--- config.mk ---
export PLATFORM = sky130hd
export DESIGN_NAME = osh_core
export DESIGN_NICKNAME = d
export VERILOG_FILES = /design/src/core/osh_pkg.sv /design/src/core/osh_evt_bit.sv /design/src/core/osh_seq.sv /design/src/core/osh_core.sv
export SDC_FILE = /design/constraint.sdc
export NUM_CORES = 1
export LEC_CHECK = 0
export BUFFER_PORTS_ARGS = -buffer_cell sky130_fd_sc_hd__buf_2
export CAP_MARGIN = 20
export CELL_PAD_IN_SITES_DETAIL_PLACEMENT = 1
export CELL_PAD_IN_SITES_GLOBAL_PLACEMENT = 1
export CORE_MARGIN = 5
export CORE_UTILIZATION = 30
export DETAILED_ROUTE_END_ITERATION = 8
export GPL_TIMING_DRIVEN = 0
export PLACE_DENSITY = 0.8
export RECOVER_POWER = 25
export SLEW_MARGIN = 20
export SYNTH_ARGS = -nofsm -noshare
export SYNTH_HDL_FRONTEND = slang
export SYNTH_SLANG_ARGS = --single-unit
--- constraint.sdc ---
create_clock -name clk -period 3.4 [get_ports clk]
set_clock_uncertainty 0.1 [all_clocks]
set_input_delay 1.02 -clock clk [delete_from_list [all_inputs] [get_ports clk]]
set_output_delay 1.02 -clock clk [all_outputs]
set_load 0.005 [all_outputs]
--- src/core/osh_pkg.sv ---
package osh_pkg;

  // register shape
  localparam int REG_W    = 16;
  localparam int FLAG_BIT = 1;
  localparam int NSUB     = 6;

  // sub-register order inside the summary vectors
  localparam int SUB_CAL  = 0;
  localparam int SUB_MEAS = 1;
  localparam int SUB_TRIG = 2;
  localparam int SUB_INIT = 3;
  localparam int SUB_LOW  = 4;
  localparam int SUB_HIGH = 5;

  // summary bit positions in the top-level operation register
  localparam int SUM_CAL  = 0;
  localparam int SUM_MEAS = 4;
  localparam int SUM_TRIG = 5;
  localparam int SUM_INIT = 10;
  localparam int SUM_LOW  = 11;
  localparam int SUM_HIGH = 12;
  localparam int SUM_POS [0:NSUB-1] = '{SUM_CAL, SUM_MEAS, SUM_TRIG, SUM_INIT, SUM_LOW, SUM_HIGH};

  // sub-registers whose event bit latches on start and on completion
  localparam logic [NSUB-1:0] EDGE_MASK = 6'h0B;

  // reset values
  localparam logic [REG_W-1:0] DATA_RST = 16'h0000;

  // initialization sequence length
  localparam int CLK_PERIOD_NS = 40;
  localparam int INIT_TIME_NS  = 400;
  localparam int INIT_CYCLES   = (INIT_TIME_NS + CLK_PERIOD_NS - 1) / CLK_PERIOD_NS;

  // query selector: even codes condition, odd codes event
  typedef enum logic [3:0] {
    SEL_OP_COND   = 4'h0,
    SEL_OP_EVT    = 4'h1,
    SEL_CAL_COND  = 4'h2,
    SEL_CAL_EVT   = 4'h3,
    SEL_MEAS_COND = 4'h4,
    SEL_MEAS_EVT  = 4'h5,
    SEL_TRIG_COND = 4'h6,
    SEL_TRIG_EVT  = 4'h7,
    SEL_INIT_COND = 4'h8,
    SEL_INIT_EVT  = 4'h9,
    SEL_LOW_COND  = 4'hA,
    SEL_LOW_EVT   = 4'hB,
    SEL_HIGH_COND = 4'hC,
    SEL_HIGH_EVT  = 4'hD
  } osh_sel_t;

  typedef enum logic [2:0] {
    SEQ_IDLE = 3'h1,
    SEQ_WAIT = 3'h2,
    SEQ_MEAS = 3'h4
  } osh_seq_t;

  typedef struct packed {
    logic     valid;
    osh_sel_t sel;
  } osh_query_t;

  typedef struct packed {
    logic             ack;
    logic [REG_W-1:0] data;
  } osh_answer_t;

  typedef struct packed {
    logic arm;
    logic trig;
    logic done;
    logic abort;
  } osh_seq_cmd_t;

endpackage

--- src/core/osh_evt_bit.sv ---
`timescale 1ns/1ns
module osh_evt_bit #(
  parameter bit BOTH_EDGES = 1'b1
) (
  input  wire logic clk,   // instrument clock
  input  wire logic nrst,  // async reset, low
  input  wire logic cond,  // condition level
  input  wire logic clr,   // read of the event register
  output logic      evt    // latched event bit
);

  typedef struct packed {
    logic cond_d;
    logic evt;
  } osh_evt_st_t;

  osh_evt_st_t st_ff;
  osh_evt_st_t nxt_st;
  logic        hit;

  // edge or level capture; set wins over a read in the same cycle
  always_comb
  begin
    hit           = BOTH_EDGES ? (cond ^ st_ff.cond_d) : cond;
    nxt_st.cond_d = cond;
    nxt_st.evt    = hit | (st_ff.evt & ~clr);
  end

  always_ff @(posedge clk or negedge nrst)
  begin
    if (!nrst)
      st_ff <= '0;
    else
      st_ff <= nxt_st;
  end

  assign evt = st_ff.evt;

endmodule // osh_evt_bit

--- src/core/osh_seq.sv ---
`timescale 1ns/1ns
module osh_seq (
  input  wire logic                  clk,     // instrument clock
  input  wire logic                  nrst,    // async reset, low
  input  wire osh_pkg::osh_seq_cmd_t cmd,     // arm, trigger, done, abort
  input  wire logic                  hold,    // initialization in progress
  output logic                       wait_o,  // armed, waiting for trigger
  output logic                       meas_o   // measurement running
);

  typedef struct packed {
    osh_pkg::osh_seq_t st;
  } osh_seq_st_t;

  osh_seq_st_t st_ff;
  osh_seq_st_t nxt_st;

  // arm, trigger, measure
  // idle -> wait -> measure -> idle; init or abort always win
  always_comb
  begin
    nxt_st = st_ff;
    if (hold || cmd.abort)
      nxt_st.st = osh_pkg::SEQ_IDLE;
    else
      case (st_ff.st)
        osh_pkg::SEQ_IDLE:
          if (cmd.arm)
            nxt_st.st = osh_pkg::SEQ_WAIT;
        osh_pkg::SEQ_WAIT:
          if (cmd.trig)
            nxt_st.st = osh_pkg::SEQ_MEAS;
        osh_pkg::SEQ_MEAS:
          if (cmd.done)
            nxt_st.st = osh_pkg::SEQ_IDLE;
        default:
          nxt_st.st = osh_pkg::SEQ_IDLE;
      endcase
  end

  always_ff @(posedge clk or negedge nrst)
  begin
    if (!nrst)
      st_ff.st <= osh_pkg::SEQ_IDLE;
    else
      st_ff <= nxt_st;
  end

  assign wait_o = (st_ff.st == osh_pkg::SEQ_WAIT);
  assign meas_o = (st_ff.st == osh_pkg::SEQ_MEAS);

endmodule // osh_seq

--- src/core/osh_core.sv ---
`timescale 1ns/1ns
module osh_core #(
  parameter int VAL_W       = 24,                   // measured value width
  parameter int INIT_CYCLES = osh_pkg::INIT_CYCLES  // init sequence length
) (
  input  wire logic                  clk,          // instrument clock, 25 MHz
  input  wire logic                  nrst,         // async reset, low
  input  wire osh_pkg::osh_query_t   qry,          // host status query
  output osh_pkg::osh_answer_t       ans,          // query answer
  input  wire logic                  connect_evt,  // host link came up
  input  wire logic                  cmd_reset,    // common reset command
  input  wire logic                  cmd_preset,   // system preset command
  input  wire logic                  cal_start,    // calibration begins
  input  wire logic                  cal_done,     // calibration finished
  input  wire osh_pkg::osh_seq_cmd_t seq_cmd,      // arm, trigger, done, abort
  input  wire logic                  smp_valid,    // new measured value
  input  wire logic signed [VAL_W-1:0] smp_value,  // measured value
  input  wire logic signed [VAL_W-1:0] low_limit,  // lower limit
  input  wire logic signed [VAL_W-1:0] high_limit, // upper limit
  output logic                       init_busy     // initialization running
);

  localparam int CNT_W = $clog2(INIT_CYCLES + 1);

  // elaboration check on parameters
  // the init checks need at least two busy cycles and an end within their window
  if (VAL_W < 2 || INIT_CYCLES < 2 || INIT_CYCLES > 1000)
    $error("osh_core: VAL_W must be >= 2 and INIT_CYCLES within 2 to 1000");

  typedef struct packed {
    logic                      init_on;
    logic [CNT_W-1:0]          init_cnt;
    logic                      cal_on;
    logic                      low_on;
    logic                      high_on;
    logic                      ack;
    logic [osh_pkg::REG_W-1:0] data;
  } osh_core_st_t;

  osh_core_st_t               st_ff;
  osh_core_st_t               nxt_st;
  logic                       init_start;
  logic                       seq_wait;
  logic                       seq_meas;
  logic [osh_pkg::NSUB-1:0]   cond_vec;
  logic [osh_pkg::NSUB-1:0]   evt_vec;
  logic [osh_pkg::NSUB-1:0]   clr_vec;

  // sub-register word: only the flag bit is ever used
  function automatic logic [osh_pkg::REG_W-1:0] sub_word(input logic b);
    logic [osh_pkg::REG_W-1:0] w;
    w                    = osh_pkg::DATA_RST;
    w[osh_pkg::FLAG_BIT] = b;
    return w;
  endfunction

  // top-level word: place the six summaries at their positions
  function automatic logic [osh_pkg::REG_W-1:0] op_word(input logic [osh_pkg::NSUB-1:0] v);
    logic [osh_pkg::REG_W-1:0] w;
    w = osh_pkg::DATA_RST;
    for (int i = 0; i < osh_pkg::NSUB; i++)
      w[osh_pkg::SUM_POS[i]] = v[i];
    return w;
  endfunction

  // which sub-register a selector names; top-level codes give none
  function automatic logic [osh_pkg::NSUB-1:0] sel_hot(input osh_pkg::osh_sel_t s);
    logic [osh_pkg::NSUB-1:0] h;
    h = '0;
    for (int i = 0; i < osh_pkg::NSUB; i++)
      if (s[3:1] == 3'(i + 1))
        h[i] = 1'b1;
    return h;
  endfunction

  // trigger-wait and measuring state machine
  osh_seq u_seq (
    .clk    (clk),
    .nrst   (nrst),
    .cmd    (seq_cmd),
    .hold   (st_ff.init_on),
    .wait_o (seq_wait),
    .meas_o (seq_meas)
  );

  // init causes
  // power-up is covered by the reset value of init_on
  assign init_start = connect_evt | cmd_reset | cmd_preset;

  always_comb
  begin
    cond_vec                   = '0;
    cond_vec[osh_pkg::SUB_CAL]  = st_ff.cal_on;
    cond_vec[osh_pkg::SUB_MEAS] = seq_meas;
    cond_vec[osh_pkg::SUB_TRIG] = seq_wait;
    cond_vec[osh_pkg::SUB_INIT] = st_ff.init_on;
    cond_vec[osh_pkg::SUB_LOW]  = st_ff.low_on;
    cond_vec[osh_pkg::SUB_HIGH] = st_ff.high_on;
  end

  // event read clears
  // only odd selector codes address an event part
  assign clr_vec = (qry.valid && qry.sel[0]) ? sel_hot(qry.sel) : '0;

  // event latches
  // start/end capture for cal, meas, init; level capture for the rest
  for (genvar g = 0; g < osh_pkg::NSUB; g++)
  begin : g_evt
    osh_evt_bit #(
      .BOTH_EDGES (osh_pkg::EDGE_MASK[g])
    ) u_evt (
      .clk  (clk),
      .nrst (nrst),
      .cond (cond_vec[g]),
      .clr  (clr_vec[g]),
      .evt  (evt_vec[g])
    );
  end

  // next state of init, calibration, limits and answer
  always_comb
  begin
    nxt_st = st_ff;
    // init duration
    // a new cause restarts the count without dropping the level
    if (init_start)
    begin
      nxt_st.init_on  = 1'b1;
      nxt_st.init_cnt = '0;
    end
    else if (st_ff.init_on)
    begin
      if (st_ff.init_cnt == CNT_W'(INIT_CYCLES - 1))
        nxt_st.init_on = 1'b0;
      else
        nxt_st.init_cnt = st_ff.init_cnt + CNT_W'(1);
    end

    // calibration level
    // initialization cancels a running calibration
    if (init_start || st_ff.init_on)
      nxt_st.cal_on = 1'b0;
    else if (st_ff.cal_on && cal_done)
      nxt_st.cal_on = 1'b0;
    else if (!st_ff.cal_on && cal_start)
      nxt_st.cal_on = 1'b1;

    // limit compare
    // held from one sample to the next; cleared by initialization
    if (init_start || st_ff.init_on)
    begin
      nxt_st.low_on  = 1'b0;
      nxt_st.high_on = 1'b0;
    end
    else if (smp_valid)
    begin
      nxt_st.low_on  = (smp_value < low_limit);
      nxt_st.high_on = (smp_value > high_limit);
    end

    nxt_st.ack = qry.valid;
    if (qry.valid)
    begin
      case (qry.sel)
        osh_pkg::SEL_OP_COND:
          nxt_st.data = op_word(cond_vec);
        osh_pkg::SEL_OP_EVT:
          nxt_st.data = op_word(evt_vec);
        default:
          if (qry.sel[0])
            nxt_st.data = sub_word(|(evt_vec & sel_hot(qry.sel)));
          else
            nxt_st.data = sub_word(|(cond_vec & sel_hot(qry.sel)));
      endcase
    end
  end

  // init_on resets high so power-up runs an initialization
  always_ff @(posedge clk or negedge nrst)
  begin
    if (!nrst)
    begin
      st_ff          <= '0;
      st_ff.init_on  <= 1'b1;
      st_ff.data     <= osh_pkg::DATA_RST;
    end
    else
      st_ff <= nxt_st;
  end

  assign ans       = '{ack: st_ff.ack, data: st_ff.data};
  assign init_busy = st_ff.init_on;
endmodule // osh_core

==> summary.md <==
| Metric | Value |
|---|---|
| Outcome | `complete, but fails checks` |
| Failing checks | `max-capacitance violations, max-slew violations` |
| Highest routed layer | `met4` |
| Worst skew pair latency | `0.27 ns` |
| CTS tree | `yes` |
| Setup WS pre-CTS | `0.471 ns` |
| CTS clock-pin slew for the worst setup and hold paths | `0.09 ns` |
| Antenna viol nets, final | `0` |
| DIE HEIGHT | `105 µm` |
| Area Overhead vs Synth | `25.2%` |
| Fmax | `375 MHz` |
| Distinct cells, synth | `between 40 and 50` |
| Crit-path max FO | `3` |
| Share of layout cells above drive strength 1 | `28.1%` |
| Total track usage | `13.4%` |
| WP data arrival | `2.76 ns` |
| Async SR Flop Fraction | `100%` |
| Worst Hold Slack | `roughly 0.32 ns` |
| Worst R2R Path Depth | `5` |
| Post-synth top area share | `around a quarter` |
| CTS root buffer | `clkbuf_8` |
| Commonest non-fill, non-tap cells in the layout | `buf_2 (94), inv_1 (63), ha_1 (49)` |
| Routed len/inst | `13.2 µm` |
| CP endpoint kind | `flop` |
| Clock tree buffer depth | `2` |
| Leakage power figure | `0.00190 µW` |
| Max-cap viol count | `1` |
| Grt ovf | `0` |
| Ys Warns | `0` |
| Setup bufs post-CTS | `0` |
| Largest net degree at the start of global routing | `29` |
| Total CTS buffers | `3` |
| Slew Viols, Final | `29` |
| Core area | `between 0.008 and 0.009 mm²` |
| Peak VDD IR | `128 µV` |
| Ys flop type | `dfrtp_1` |
| Commonest non-fill, non-tap cell in the layout | `buf_2` |
| RSZ-0062 raised after global routing | `no` |
| CTS sink count | `28` |
| Initial antenna violation count | `0` |
| Slew HR | `-0.525%` |
| Mux contribution to synthesized area | `3.20%` |
| Final setup margin | `0.735 ns` |
| Compound-Gate Fraction of Synth Area | `16.6%` |
| # hold bufs at CTS | `0` |
| Post-CTS Resized | `0` |
| Yosys top cell by area | `dfrtp_1` |
| Met2 routed WL | `3.68 mm` |
| Final Power | `approximately 800 µW` |
| Adder-Cell Fraction of Synth Area | `22.8%` |
| FF+latch count, synth | `28` |
| Hold EP | `g_evt[3].u_evt.st_ff[1]` |
| Worst Tran Pin Value | `1.51 ns` |
| Vias | `2584` |
| Seq/Total Area, Yosys | `a little over a quarter` |
| Final wirelength | `approximately 7.2 mm` |
| Dpl hpwl | `6.57 mm` |
| R2R Setup Slk | `1.56 ns` |
| First-pass GRT wire length | `about 13 mm` |
| Post-synthesis cell area | `0.00269 mm²` |
| Met1 WL | `3.05 mm` |
| Vias in the first global route | `approximately 2900` |
| H-tree lvl count | `1` |
| Die ar. | `0.0110 mm²` |
| Fin. Hold Viols | `0` |
| Synth Instances | `roughly 330` |
| Crit path kind | `in2reg` |
| Synth top area cells | `dfrtp_1 (24%), ha_1 (23%), inv_1 (8.8%)` |
| Initial Util | `30.9%` |
| WP data required | `3.50 ns` |
| Synth Area in Simple Gates | `14.9%` |
| Final net count | `577` |
| DR DRC count | `0` |
| Wire length on met3 | `430 µm` |
| Startpoint types | `primary input` |
| Fillers | `1091` |
| Horiz. Die Dim | `105 µm` |
| Post-synth EDFFs | `0` |
| Site Rows | `34` |
| DR iter-0 viols | `75` |
| HP Start | `init_busy` |
| Synth Area in XOR/XNOR | `about 2.0%` |
| Placed cell areas | `between 0.003 and 0.004 mm²` |
| First drt pass iteration count | `4` |
| Top Ports | `107` |
| Final setup viols | `0` |
| Hold Crit Depth | `0` |
| PD cells | `237 mW/mm²` |
| Avg Inst Size Synth | `8.14 µm²` |
| Fin crit share | `78.4%` |
| R2r startpoint | `init_busy` |
| Min Tclk post-route | `approximately 2.7 ns` |
| Setup TNS | `0 ns` |
| Hold crit path type | `reg2reg` |
| Gpl congestion | `0.842` |
| Design Area, Final | `roughly 0.0034 mm²` |
| Antenna cells | `0` |
| Largest family of logic cells by synthesized area | `adder cells` |
| PortBufs | `95` |
| Vias per cell | `~4.7` |
| Reg-to-Reg End | `st_ff[22]` |
-- cell type report --
class	instances	area [µm²]	share of cell area, %
multi-input combinational	225	1630	48.4
sequential	28	703	20.8
clock buffer	3	41.3	1.22
tap	108	135	4.01
inverter	63	236	7.01
timing repair buffer	95	473	14.0
buffer	23	151	4.49
-- stage by stage --
stage / util (%) / cells
finish: 38.7 / 545
global route: 38.7 / 545
CTS: 38.7 / 545
detailed placement: 38.2 / 542
global placement: 38.2 / 542
floorplan: - / 339
-- kinds of logic (layout without fill, tap and decap cells) --
group,count (synthesis),after routing
adder cells (fa/ha/maj),49,49
buffers and inverters,86,184
AO/OA/AOI/OAI,73,73
other,1,9
multiplexers,8,8
XOR/XNOR,6,6
AND/OR/NAND/NOR,80,80
flip-flops,28,28
-- report_power, final --
group | total (µW) | internal (µW) | switching [µW]
sequential | 359 | 348 | 10.9
combinational | 263 | 128 | 136
clock | 178 | 79.6 | 98.2
-- flip-flops by register name, summed over array words and instances, names as in the netlist --
register / count
cond_vec: 3
g_evt.u_evt.st_ff: 3
init_busy: 1
u_seq.st_ff: 3
g_evt.u_evt.evt: 6
st_ff: 4
ans: 8
-- how the worst max path moves through the flow --
stage | slack, ns | startpoint | end
final | 0.73 | smp_value[6] | cond_vec[4]
after global routing | 0.66 | high_limit[19] | cond_vec[5]
after CTS | 0.75 | smp_value[6] | cond_vec[4]
after detailed placement | 0.47 | smp_value[6] | cond_vec[4]
after global placement | 0.50 | smp_value[6] | cond_vec[4]
after floorplan | 0.72 | low_limit[6] | cond_vec[4]
-- synth_stat cells, drive strengths merged, types with 2 or more instances --
library cell  count
nor2             15
ha               49
a31oi             3
o22ai             2
nand4             7
or3               2
a221oi            2
mux2              5
nand3b            4
xor2              2
nand3             9
mux2i             3
nor4              2
nand2b            7
nand2            23
dfrtp            26
o221ai            2
a21o              3
a21oi            27
inv              63
o21a              2
xnor2             4
o21ai            22
clkbuf            5
nor3              7
buf              18
dfstp             2
o211ai            3
and4              2
-- worst max-delay path, stage by stage --
cell      delay (ns)
buf_2           0.11
ha_1            0.33
and4_4          0.22
a21oi_2         0.13
o211ai_1        0.09
o311a_1         0.33
or3_1           0.36
a31oi_1         0.17
-- metal layers --
layer  track usage (%)  up-vias
met5                 0        -
met4              1.46        0
li1                  -     1316
met2              24.6       75
met1              16.7     1184
met3              2.71        9
Power figures use the tool's default switching activity.
